[src/irc_pkg.sv]
// constants and types shared by both ends of the inquiry/copy command link
package irc_pkg;
   localparam logic [7:0] OP_INQUIRY     = 8'h12;
   localparam logic [7:0] OP_COPY        = 8'h18;
   localparam logic [2:0] CDB_LAST       = 3'h5;
   localparam logic [8:0] REPLY_HDR_LEN  = 9'h005;
   localparam logic [7:0] CPY_HDR_LAST   = 8'h03;
   localparam logic [8:0] MAX_DESC       = 9'h100;
   localparam logic [2:0] OTHER_PRIO     = 3'h1;
   // peripheral type codes
   localparam logic [7:0] PT_DIRECT      = 8'h00;
   localparam logic [7:0] PT_SEQUENTIAL  = 8'h01;
   localparam logic [7:0] PT_PRINTER     = 8'h02;
   localparam logic [7:0] PT_PROCESSOR   = 8'h03;
   localparam logic [7:0] PT_WORM        = 8'h04;
   localparam logic [7:0] PT_RO_DIRECT   = 8'h05;
   localparam logic [7:0] PT_ABSENT      = 8'h7F;
   localparam logic [7:0] PT_VENDOR_BASE = 8'h80;
   // national version codes
   localparam logic [2:0] VER_UNSPEC     = 3'h0;
   localparam logic [2:0] VER_THIS       = 3'h1;
   // copy function codes and their descriptor lengths in bytes
   localparam logic [4:0] FN_DA_TO_SEQ   = 5'h00;
   localparam logic [4:0] FN_SEQ_TO_DA   = 5'h01;
   localparam logic [4:0] FN_DA_TO_DA    = 5'h02;
   localparam logic [4:0] FN_SEQ_TO_SEQ  = 5'h03;
   localparam logic [7:0] DESC_LEN_MIXED = 8'h0C;
   localparam logic [7:0] DESC_LEN_DA    = 8'h10;
   localparam logic [7:0] DESC_LEN_SEQ   = 8'h0C;
   // reply and parameter field positions
   localparam int RMB_BIT  = 7;
   localparam int ISO_LSB  = 6;
   localparam int ECMA_LSB = 3;
   localparam int FN_LSB   = 3;
   typedef enum logic [1:0] {IRC_INQUIRY, IRC_COPY, IRC_RAW} irc_op_t;
endpackage : irc_pkg

[src/irc_link_if.sv]
// byte link between the initiator end and the target end
`timescale 1ns/1ps
`default_nettype none
interface irc_link_if (
   input wire logic clk
);
   logic       h2d_valid;
   logic [7:0] h2d_data;
   logic       h2d_ready;
   logic       d2h_valid;
   logic [7:0] d2h_data;
   logic       d2h_ready;
   logic       status_valid;
   logic       status_check;
   modport dev  (input h2d_valid, h2d_data, d2h_ready,
                 output h2d_ready, d2h_valid, d2h_data, status_valid, status_check);
   modport host (output h2d_valid, h2d_data, d2h_ready,
                 input h2d_ready, d2h_valid, d2h_data, status_valid, status_check);
endinterface : irc_link_if
`default_nettype wire

[src/irc_target.sv]
// target end: inquiry reply builder and copy command/parameter parser
//
`timescale 1ns/1ps
`default_nettype none
// What this block does
// RULE1: reply byte 0 is the peripheral type
// RULE2: byte 1 top bit is removable medium flag
// RULE3: byte 1 low bits qualifier, zero if unsupported
// RULE4: byte 2 holds international, European, national versions
// RULE5: national version only 0 or 1
// RULE6: byte 4 counts vendor bytes that follow
// RULE7: byte 4 never shortened by small allocation
// RULE8: send min of allocation and available bytes
// RULE9: copy opcode 18h, 24-bit length, MSB first
// RULE10: exactly length bytes out; zero means none
// RULE11: four-byte header: function, priority, vendor, reserved
// RULE12: priority ranks copy; other commands are one
// RULE13: worm and read-only use direct-access format
// RULE14: printer and processor use sequential format
// RULE15: at most 256 segment descriptors
// RULE16: descriptors numbered ascending from zero
// RULE17: only copies between own logical units; the descriptor logical unit fields are not checked
// RULE18: too many descriptors or bad function: check
module irc_target
   import irc_pkg::*;
(
   input  wire logic       clk,          // system clock
   input  wire logic       rst,          // synchronous reset
   irc_link_if.dev         link,         // link to the initiator
   input  wire logic [7:0] cfg_type,     // peripheral type code
   input  wire logic       cfg_removable,// medium can be removed
   input  wire logic       cfg_qual_en,  // qualifier switches fitted
   input  wire logic [6:0] cfg_qual,     // qualifier switch setting
   input  wire logic [1:0] cfg_iso_ver,  // international version claim
   input  wire logic [2:0] cfg_ecma_ver, // European version claim
   input  wire logic       cfg_compliant,// claim this national version
   input  wire logic [7:0] vend_len,     // count of vendor bytes
   output logic [7:0]      vend_addr,    // vendor byte index
   input  wire logic [7:0] vend_data,    // vendor byte at vend_addr
   output logic            copy_hdr,     // copy header parsed pulse
   output logic [4:0]      copy_func,    // copy function code
   output logic [2:0]      copy_prio,    // copy priority
   output logic            copy_first,   // copy outranks other commands
   output logic            copy_last,    // other commands outrank copy
   output logic            desc_done,    // one descriptor received pulse
   output logic [7:0]      desc_index,   // number of that descriptor
   output logic [7:0]      desc_len,     // descriptor length of this format
   output logic            cmd_done,     // status sent pulse
   output logic            cmd_check     // status was check condition
);
   typedef enum logic [2:0] {T_CDB, T_DECODE, T_DIN, T_DOUT, T_STATUS} irc_tst_t;
   typedef struct packed {
      irc_tst_t    st;
      logic [5:0][7:0] cdb;
      logic [23:0] idx;
      logic [23:0] limit;
      logic        tx_valid;
      logic [7:0]  tx_data;
      logic [4:0]  func;
      logic [2:0]  prio;
      logic [7:0]  dlen;
      logic [7:0]  dbyte;
      logic [8:0]  dcnt;
      logic        hdr;
      logic        ddone;
      logic [7:0]  did;
      logic        err;
      logic        stat;
   } irc_tstate_t;

   irc_tstate_t s_reg, s_next;
   logic [8:0]  avail;
   logic [7:0]  reply;
   logic        tx_free;

   ////////////////////////////////////////////////////////////////////////////
   // outputs
   assign tx_free           = !s_reg.tx_valid || link.d2h_ready;
   assign link.h2d_ready    = (s_reg.st == T_CDB) || (s_reg.st == T_DOUT);
   assign link.d2h_valid    = s_reg.tx_valid;
   assign link.d2h_data     = s_reg.tx_data;
   assign link.status_valid = s_reg.stat;
   assign link.status_check = s_reg.err;
   assign cmd_done          = s_reg.stat;
   assign cmd_check         = s_reg.err;
   assign copy_hdr          = s_reg.hdr;
   assign copy_func         = s_reg.func;
   assign copy_prio         = s_reg.prio;
   assign copy_first        = (s_reg.prio < OTHER_PRIO); // RULE12
   assign copy_last         = (s_reg.prio > OTHER_PRIO); // RULE12
   assign desc_done         = s_reg.ddone;
   assign desc_index        = s_reg.did;
   assign desc_len          = s_reg.dlen;
   assign vend_addr         = s_reg.idx[7:0] - REPLY_HDR_LEN[7:0];
   assign avail             = REPLY_HDR_LEN + {1'b0, vend_len};

   ////////////////////////////////////////////////////////////////////////////
   // inquiry reply byte at the current index
   always_comb begin
      case (s_reg.idx[2:0])
         3'h0: reply = cfg_type; // RULE1
         3'h1: reply = {cfg_removable, cfg_qual_en ? cfg_qual : 7'h00}; // RULE2 RULE3
         3'h2: reply = {cfg_iso_ver, cfg_ecma_ver,
                        cfg_compliant ? VER_THIS : VER_UNSPEC}; // RULE4 RULE5
         3'h3: reply = 8'h00;
         3'h4: reply = vend_len; // RULE6 RULE7
         default: reply = vend_data;
      endcase
      if (s_reg.idx >= {15'h0000, REPLY_HDR_LEN}) begin
         reply = vend_data; // RULE6
      end
   end

   ////////////////////////////////////////////////////////////////////////////
   // command sequencer
   always_comb begin
      s_next       = s_reg;
      s_next.hdr   = 1'b0;
      s_next.ddone = 1'b0;
      s_next.stat  = 1'b0;
      if (tx_free) begin
         s_next.tx_valid = 1'b0;
      end
      case (s_reg.st)
         T_CDB: begin
            if (link.h2d_valid) begin
               s_next.cdb[s_reg.idx[2:0]] = link.h2d_data;
               s_next.idx = s_reg.idx + 24'h000001;
               if (s_reg.idx[2:0] == CDB_LAST) begin
                  s_next.st = T_DECODE;
               end
            end
         end
         T_DECODE: begin
            s_next.idx   = 24'h000000;
            s_next.dbyte = 8'h00;
            s_next.dcnt  = 9'h000;
            if (s_reg.cdb[0] == OP_INQUIRY) begin
               // RULE8
               s_next.limit = ({1'b0, s_reg.cdb[4]} < avail) ? {16'h0000, s_reg.cdb[4]}
                                                             : {15'h0000, avail};
               s_next.st    = (s_reg.cdb[4] == 8'h00) ? T_STATUS : T_DIN;
            end else if (s_reg.cdb[0] == OP_COPY) begin
               s_next.limit = {s_reg.cdb[2], s_reg.cdb[3], s_reg.cdb[4]}; // RULE9
               s_next.st    = ({s_reg.cdb[2], s_reg.cdb[3], s_reg.cdb[4]} == 24'h000000)
                              ? T_STATUS : T_DOUT; // RULE10
            end else begin
               s_next.err = 1'b1;
               s_next.st  = T_STATUS;
            end
         end
         T_DIN: begin
            if (tx_free) begin
               if (s_reg.idx != s_reg.limit) begin
                  s_next.tx_valid = 1'b1;
                  s_next.tx_data  = reply;
                  s_next.idx      = s_reg.idx + 24'h000001;
               end else begin
                  s_next.st = T_STATUS; // RULE8
               end
            end
         end
         T_DOUT: begin
            if (link.h2d_valid) begin
               s_next.idx = s_reg.idx + 24'h000001;
               if (s_reg.idx == 24'h000000) begin
                  s_next.func = link.h2d_data[7:FN_LSB]; // RULE11
                  s_next.prio = link.h2d_data[FN_LSB-1:0]; // RULE11 RULE12
               end else if (s_reg.idx == {16'h0000, CPY_HDR_LAST}) begin
                  s_next.hdr = 1'b1;
                  // worm and read-only units share the direct-access layout,
                  // printer and processor share the sequential layout
                  case (s_reg.func)
                     FN_DA_TO_SEQ:  s_next.dlen = DESC_LEN_MIXED; // RULE13 RULE14
                     FN_SEQ_TO_DA:  s_next.dlen = DESC_LEN_MIXED; // RULE13 RULE14
                     FN_DA_TO_DA:   s_next.dlen = DESC_LEN_DA; // RULE13
                     FN_SEQ_TO_SEQ: s_next.dlen = DESC_LEN_SEQ; // RULE14
                     default: begin
                        s_next.dlen = DESC_LEN_DA;
                        s_next.err  = 1'b1; // RULE18
                     end
                  endcase
               end else if (s_reg.idx > {16'h0000, CPY_HDR_LAST}) begin
                  // descriptor bytes are only counted here; their logical unit fields are not checked
                  s_next.dbyte = s_reg.dbyte + 8'h01; // RULE17
                  if (s_reg.dbyte == s_reg.dlen - 8'h01) begin
                     s_next.dbyte = 8'h00;
                     s_next.dcnt  = s_reg.dcnt + 9'h001; // RULE16
                     if (s_reg.dcnt == MAX_DESC) begin
                        s_next.err = 1'b1; // RULE15 RULE18
                     end else begin
                        s_next.ddone = 1'b1;
                        s_next.did   = s_reg.dcnt[7:0]; // RULE16
                     end
                  end
               end
               if (s_reg.idx == s_reg.limit - 24'h000001) begin
                  s_next.st = T_STATUS; // RULE10
                  // short header, partial or missing descriptor
                  if (s_reg.idx <= {16'h0000, CPY_HDR_LAST} ||
                      s_reg.dbyte != s_reg.dlen - 8'h01) begin
                     s_next.err = 1'b1; // RULE11
                  end
               end
            end
         end
         T_STATUS: begin
            s_next.stat = 1'b1;
            s_next.idx  = 24'h000000;
            s_next.st   = T_CDB;
         end
         default: s_next.st = T_CDB;
      endcase
      if (s_reg.stat) begin
         s_next.err = 1'b0;
      end
   end

   always_ff @(posedge clk) begin
      if (rst) begin
         s_reg <= '0;
      end else begin
         s_reg <= s_next;
      end
   end
endmodule : irc_target
`default_nettype wire

[src/flat_wrapper.sv]
// flat-port wrapper written by rule: the top's interface ports become plain ports
module irc_target_flat import irc_pkg::*;
  (clk, rst, cfg_type, cfg_removable, cfg_qual_en, cfg_qual, cfg_iso_ver, cfg_ecma_ver, cfg_compliant, vend_len, vend_addr, vend_data, copy_hdr, copy_func, copy_prio, copy_first, copy_last, desc_done, desc_index, desc_len, cmd_done, cmd_check, link_h2d_valid, link_h2d_data, link_d2h_ready, link_h2d_ready, link_d2h_valid, link_d2h_data, link_status_valid, link_status_check);
  irc_link_if link_i (.clk(clk));
  input  wire logic clk;
  input  wire logic rst;
  input  wire logic [7:0] cfg_type;
  input  wire logic cfg_removable;
  input  wire logic cfg_qual_en;
  input  wire logic [6:0] cfg_qual;
  input  wire logic [1:0] cfg_iso_ver;
  input  wire logic [2:0] cfg_ecma_ver;
  input  wire logic cfg_compliant;
  input  wire logic [7:0] vend_len;
  output logic [7:0] vend_addr;
  input  wire logic [7:0] vend_data;
  output logic copy_hdr;
  output logic [4:0] copy_func;
  output logic [2:0] copy_prio;
  output logic copy_first;
  output logic copy_last;
  output logic desc_done;
  output logic [7:0] desc_index;
  output logic [7:0] desc_len;
  output logic cmd_done;
  output logic cmd_check;
  input wire logic [$bits(link_i.h2d_valid)-1:0] link_h2d_valid;
  input wire logic [$bits(link_i.h2d_data)-1:0] link_h2d_data;
  input wire logic [$bits(link_i.d2h_ready)-1:0] link_d2h_ready;
  output wire logic [$bits(link_i.h2d_ready)-1:0] link_h2d_ready;
  output wire logic [$bits(link_i.d2h_valid)-1:0] link_d2h_valid;
  output wire logic [$bits(link_i.d2h_data)-1:0] link_d2h_data;
  output wire logic [$bits(link_i.status_valid)-1:0] link_status_valid;
  output wire logic [$bits(link_i.status_check)-1:0] link_status_check;
  assign link_i.h2d_valid = link_h2d_valid;
  assign link_i.h2d_data = link_h2d_data;
  assign link_i.d2h_ready = link_d2h_ready;
  assign link_h2d_ready = link_i.h2d_ready;
  assign link_d2h_valid = link_i.d2h_valid;
  assign link_d2h_data = link_i.d2h_data;
  assign link_status_valid = link_i.status_valid;
  assign link_status_check = link_i.status_check;
  irc_target u_core (.clk(clk), .rst(rst), .link(link_i), .cfg_type(cfg_type), .cfg_removable(cfg_removable), .cfg_qual_en(cfg_qual_en), .cfg_qual(cfg_qual), .cfg_iso_ver(cfg_iso_ver), .cfg_ecma_ver(cfg_ecma_ver), .cfg_compliant(cfg_compliant), .vend_len(vend_len), .vend_addr(vend_addr), .vend_data(vend_data), .copy_hdr(copy_hdr), .copy_func(copy_func), .copy_prio(copy_prio), .copy_first(copy_first), .copy_last(copy_last), .desc_done(desc_done), .desc_index(desc_index), .desc_len(desc_len), .cmd_done(cmd_done), .cmd_check(cmd_check));
endmodule
[config.mk]
export PLATFORM = sky130hd
export DESIGN_NAME = irc_target_flat
export DESIGN_NICKNAME = d
export VERILOG_FILES = /design/src/irc_pkg.sv /design/src/irc_link_if.sv /design/src/irc_target.sv /design/src/flat_wrapper.sv
export SDC_FILE = /design/constraint.sdc
export NUM_CORES = 1
export LEC_CHECK = 0
export BUFFER_PORTS_ARGS = -buffer_cell sky130_fd_sc_hd__buf_2
export CAP_MARGIN = 20
export CORE_ASPECT_RATIO = 1.5
export CORE_UTILIZATION = 50
export CTS_CLUSTER_SIZE = 28
export DETAILED_ROUTE_END_ITERATION = 8
export PLACE_DENSITY_LB_ADDON = 0.05
export SLEW_MARGIN = 40
export SYNTH_ARGS = -nofsm -noshare
export SYNTH_HDL_FRONTEND = slang
export SYNTH_SLANG_ARGS = --single-unit
[constraint.sdc]
create_clock -name clk -period 3.47 [get_ports clk]
set_input_delay 0.1735 -clock clk [delete_from_list [all_inputs] [get_ports clk]]
set_output_delay 0.1735 -clock clk [all_outputs]
set_load 0.03 [all_outputs]
* Word level (Yosys, flattened, before mapping) *
Index checks and enable logic that the tools add are counted.

word-level totals
  register bits = 150
  latch bits = 0
  bits in writable memories = 0
  memory bits (read-only) = 0
  input bits = 51
  output and inout bits = 50
  word-level logic and storage cells = 157
  memories = 0

cells by class
  add/subtract/negate cells = 7
  multipliers = 0
  divide/modulo/power cells = 0
  order comparisons = 8
  equality and inequality tests = 33
  shift operators = 0
  multiplexer cells = 50
  bitwise gates (word level) = 7
  reduce and logical (&&, ||, !) cells = 31

operators by type and width
  cell                     count
  $mux W24                 5
  $pmux W24 S4             1
  $mux W75                 1
  $mux W28                 2
  $mux W9                  6
  $mux W17                 3
  $bwmux W48               1
  $logic_not A24 Y1        2
  $pmux W8 S5              1
  $pmux W17 S2             1
  $mux W3                  9
  $add A24 B1 Y24 const B  1
  $demux W8 S3             1
  $eq A24 B2 Y1 const B    1
  $eq A24 B24 Y1           1
  $ge A24 B3 Y1 const B    1
  $gt A24 B2 Y1 const B    1
  $le A24 B2 Y1 const B    1
  $ne A24 B24 Y1           1
  $sub A24 B1 Y24 const B  1
  $ne A2 B2 Y1 const B     11
  $mux W10                 2
  $eq A8 B5 Y1 const B     2
  $mux W8                  2
  43 further kinds         78

* Logic depth before layout (Yosys ltp) *
  depth in word-level cells = 10
  gate-level depth with buffers = 13

* Worst setup path after synthesis *
OpenSTA, ideal clock, no wires.

  path kind = register -> register
  from = register u_core.s_reg[78] (netlist name)
  to = register u_core.s_reg (netlist bit u_core.link.d2h_data[1])
  setup time = 0.071 ns
  arrival = 2.898 ns
  slack = 0.501 ns
  cell stages (with the launch flop) = 13
  clock period less this slack = 2.969 ns
  path through = dfxtp_1 -> clkbuf_1 -> inv_1 -> ha_1 -> ha_1 -> clkbuf_1 -> nor4_1 -> o22a_1 -> nor3_1 -> clkbuf_1 -> nor2_1 -> a211o_1 -> a21oi_1

on the way
  longest elaborated chain between the ends = 3

RTL lines
  what                                                                   line               text
  start, declared                                                        irc_target.sv:71   irc_tstate_t s_reg, s_next;
  start signal, assigned                                                 irc_target.sv:223  s_reg <= s_next;
  parallel branches: the longest is 3 deep, another holds $ge A24 B3 Y1  n/a

Several ways; the timed one is not identified.
A chain may end at the register's enable or synchronous reset.

* Worst setup path after layout *
  from = register u_core.s_reg[82] (netlist name)
  to = register u_core.s_reg[93] (netlist name)

on the way
  longest elaborated chain between the ends = 4

RTL lines
  what             line                                                     text
  $add A24 B1 Y24  irc_target.sv:128, irc_target.sv:157, irc_target.sv:165
  $mux W24         irc_target.sv:154                                        if (s_reg.idx != s_reg.limit) begin
  $mux W24         irc_target.sv:153                                        if (tx_free) begin
  $pmux W24 S4     irc_target.sv:124                                        case (s_reg.st)

Parallel ways exist; a longest one is shown, timed or not. The select of a mux whose other input is x is not followed.

==> qor.csv <==
metric,value,unit
grt ovf,0,
Cell variety after synth,76,
routed length per instance,18.6,um
I/O pin total,101,
H-tree levels,4,
number of max-cap violations,0,
Psw,966,uW
starting density of the core,0.513,
"top cells by area, synth","dfxtp_1, nor2_1, mux2i_1",
largest net degree at the start of global routing,62,
Worst Hold Depth,3,
top post-synthesis cells by count,"nor2_1, dfxtp_1, mux2i_1",
Reg2Reg Depth,8,
maximum vdd drop,0.426,mV
via count,6936,
register area,0.00262,mm2
mapped cell area,0.00773,mm2
clock root buffer,clkbuf_16,
measured slew at the worst slew-check pin,0.771,ns
power per standard cell area,425,mW/mm2
hold violation count in the final report,0,
register area share after synthesis,0.339,
clock network power share,0.504,
CP Launch Type,flip-flop,
final setup vio count,0,
"area leader, netlist",dfxtp_1,
ys async rst share,0,
Final Skew,0.00817,ns
gpl congestion,0.977,
Clock Pin Slew Worst Setup and Hold Paths,0.06,ns
Seq cells post-synth,131,
Detail Route Antenna Nets,0,
vias per cell,5.91,
slew margin rel.,0.486,
diodes inserted,0,
Tmin final,2.90,ns
dpl ws,0.607,ns
Internal Power,2730,uW
Port Buffer Count,95,
HP Class,input port to flip-flop,
clk_lat worst skew,0.43,ns
CP max FO,40,
leakage,0.00362,uW
CTS tree,done,
setup TNS,0,ns
fraction of layout cells with a size suffix above 1,0.173,
first-pass GRT wire length,34.9,mm
Area growth syn-to-layout,12.5,%
worst endpoint required time,3.85,ns
Num CTS Buffers,17,
Initial DRT Pass Iterations,7,
Total Die Area,0.0160,mm2
Multi-input gate area,0.00451,mm2
fmax,344,MHz
initial antenna violation count,0,
drt drc,0,
Hold Buf Count CTS,0,
vias in the first global route,6672,
Detailed Route WL,21.9,mm
Post-layout nets,1032,
top cell type's share of synthesized area,0.339,
combinational power share,0.080,
Mean Syn Cell Area,8.36,um2
number of enable flip-flop cells after synthesis,0,
Cells after DPL,1142,
CP max stage cell,dfxtp_1,
Crit Path Class,flip-flop to flip-flop,
die width,103,um
Pins Over Slew Limit,0,
DP Wirelength,16.3,mm
Iteration-0 DRC Markers,439,
Die Height,154,um
Total GRT Usage,0.289,
Clock Path Buffers,2,
switching part of the total,0.261,
Layout Cells excl Fill,1174,
Crit. End Element,flip-flop,
Synth warnings,0,
dominant synthesized flop cell,dfxtp_1,
Flop pwr share,0.416,
WHS,0.0882,ns
Critical Path Max Stage Delay,0.51,ns
RSZ-0062 raised after global routing,no,
post-cts repair resize count,0,
fill count,1401,
FP Rows,55,
cells after synthesis,924,
Final Util,0.577,
PnR worst setup slack,0.565,ns
postcts setup bufs,0,
worst path arrival time,3.28,ns
post-route clock period utilization,0.837,
status,"finished, final reports clean",
most frequent cell after synthesis,nor2_1,
Clock Sinks,131,
core area,0.0151,mm2
crit-path cells,"xor2_1, or4_1, or4_1, o21ai_2, buf_4, a211oi_1, a211oi_1, a31o_1",
[power groups by stage]
stage                     Sequential, uW  Combinational, uW  Clock (uW)
after floorplan                     1560                193           0
after global placement              1570                286           0
after detailed placement            1570                294           0
after CTS                           1540                296        1890
after global routing                1540                322        1950
final                               1540                295        1860
[final timing paths]
check | to | slack [ns] | from
worst max-delay path | u_core.s_reg[93] | 0.57 | u_core.s_reg[82]
worst min-delay path | u_core.copy_prio[0] | 0.09 | link_h2d_data[0]
worst max register to register | u_core.s_reg[93] | 0.57 | u_core.s_reg[82]
worst min register to register | u_core.link.d2h_data[5] | 0.46 | u_core.link.d2h_data[5]
[cell type report]
type | count | share of cell area
multi-input cells | 671 | 0.519
flip-flops and latches | 131 | 0.302
repair buffers | 109 | 0.0668
clock buffers | 19 | 0.0510
well taps | 199 | 0.0287
clock inverters | 13 | 0.0190
inverters | 32 | 0.0138
[metal layers]
| layer | vias up | track usage | share of wire |
|---|---|---|---|
| met2 | 227 | 0.492 | 0.52 |
| met1 | 3319 | 0.334 | 0.39 |
| li1 | 3327 | - | - |
| met3 | 63 | 0.0452 | 0.045 |
| met5 | - | 0 | 0 |
| met4 | 0 | 0.170 | 0.048 |
[critical path: cells and delay by family, from the launching register on]
| family | cells | cell delay [ns] |
|---|---|---|
| AOI/OAI and AO/OA | 4 | 0.77 |
| buffers and inverters | 1 | 0.39 |
| DFF | 1 | 0.51 |
| xor gates and xnor gates | 1 | 0.22 |
| and+or+nand+nor | 2 | 0.96 |
[placed cells by master (no fill, tap or decap), types with 4 or more instances in the layout]
cell type,synthesis,routed
buf_2,11,95
a22oi_1,16,16
o21ai_0,16,13
a211oi_1,16,16
or4_1,4,4
a21oi_1,24,24
xnor2_1,45,45
nor2_1,151,151
nand3_1,27,27
buf_4,36,14
a2111oi_0,11,11
inv_8,0,4
a311o_1,5,5
dfxtp_1,131,131
nand2b_1,9,9
clkbuf_16,0,17
nand4_1,17,17
or2_2,4,4
or3_1,6,6
ha_1,19,19
inv_1,31,31
and3_1,4,4
conb_1,1,5
xor2_1,37,37
o21ai_1,9,10
nor4_1,28,27
mux2i_1,53,53
a31oi_1,7,7
nor3_1,21,21
nand2_1,48,48
nor2b_1,5,5
a222oi_1,8,8
mux2_2,6,6
[cells by family after synthesis]
family / count (synthesis) / share of synthesized area
adders and majority gates: 19 / 0.0308
buffers and inverters: 126 / 0.0824
xor gates and xnor gates: 82 / 0.0930
muxes: 60 / 0.0789
other: 1 / 0.000485
DFF: 131 / 0.339
AOI/OAI and AO/OA: 145 / 0.138
and+or+nand+nor: 360 / 0.237
[stage by stage]
step / total power (uW) / cell area, um2
floorplan: 1750 / 7740
global placement: 1850 / 8070
detailed placement: 1860 / 8080
CTS: 3720 / 8680
global route: 3810 / 8690
finish: 3690 / 8690
No activity file was read; power rests on OpenSTA's default activity.
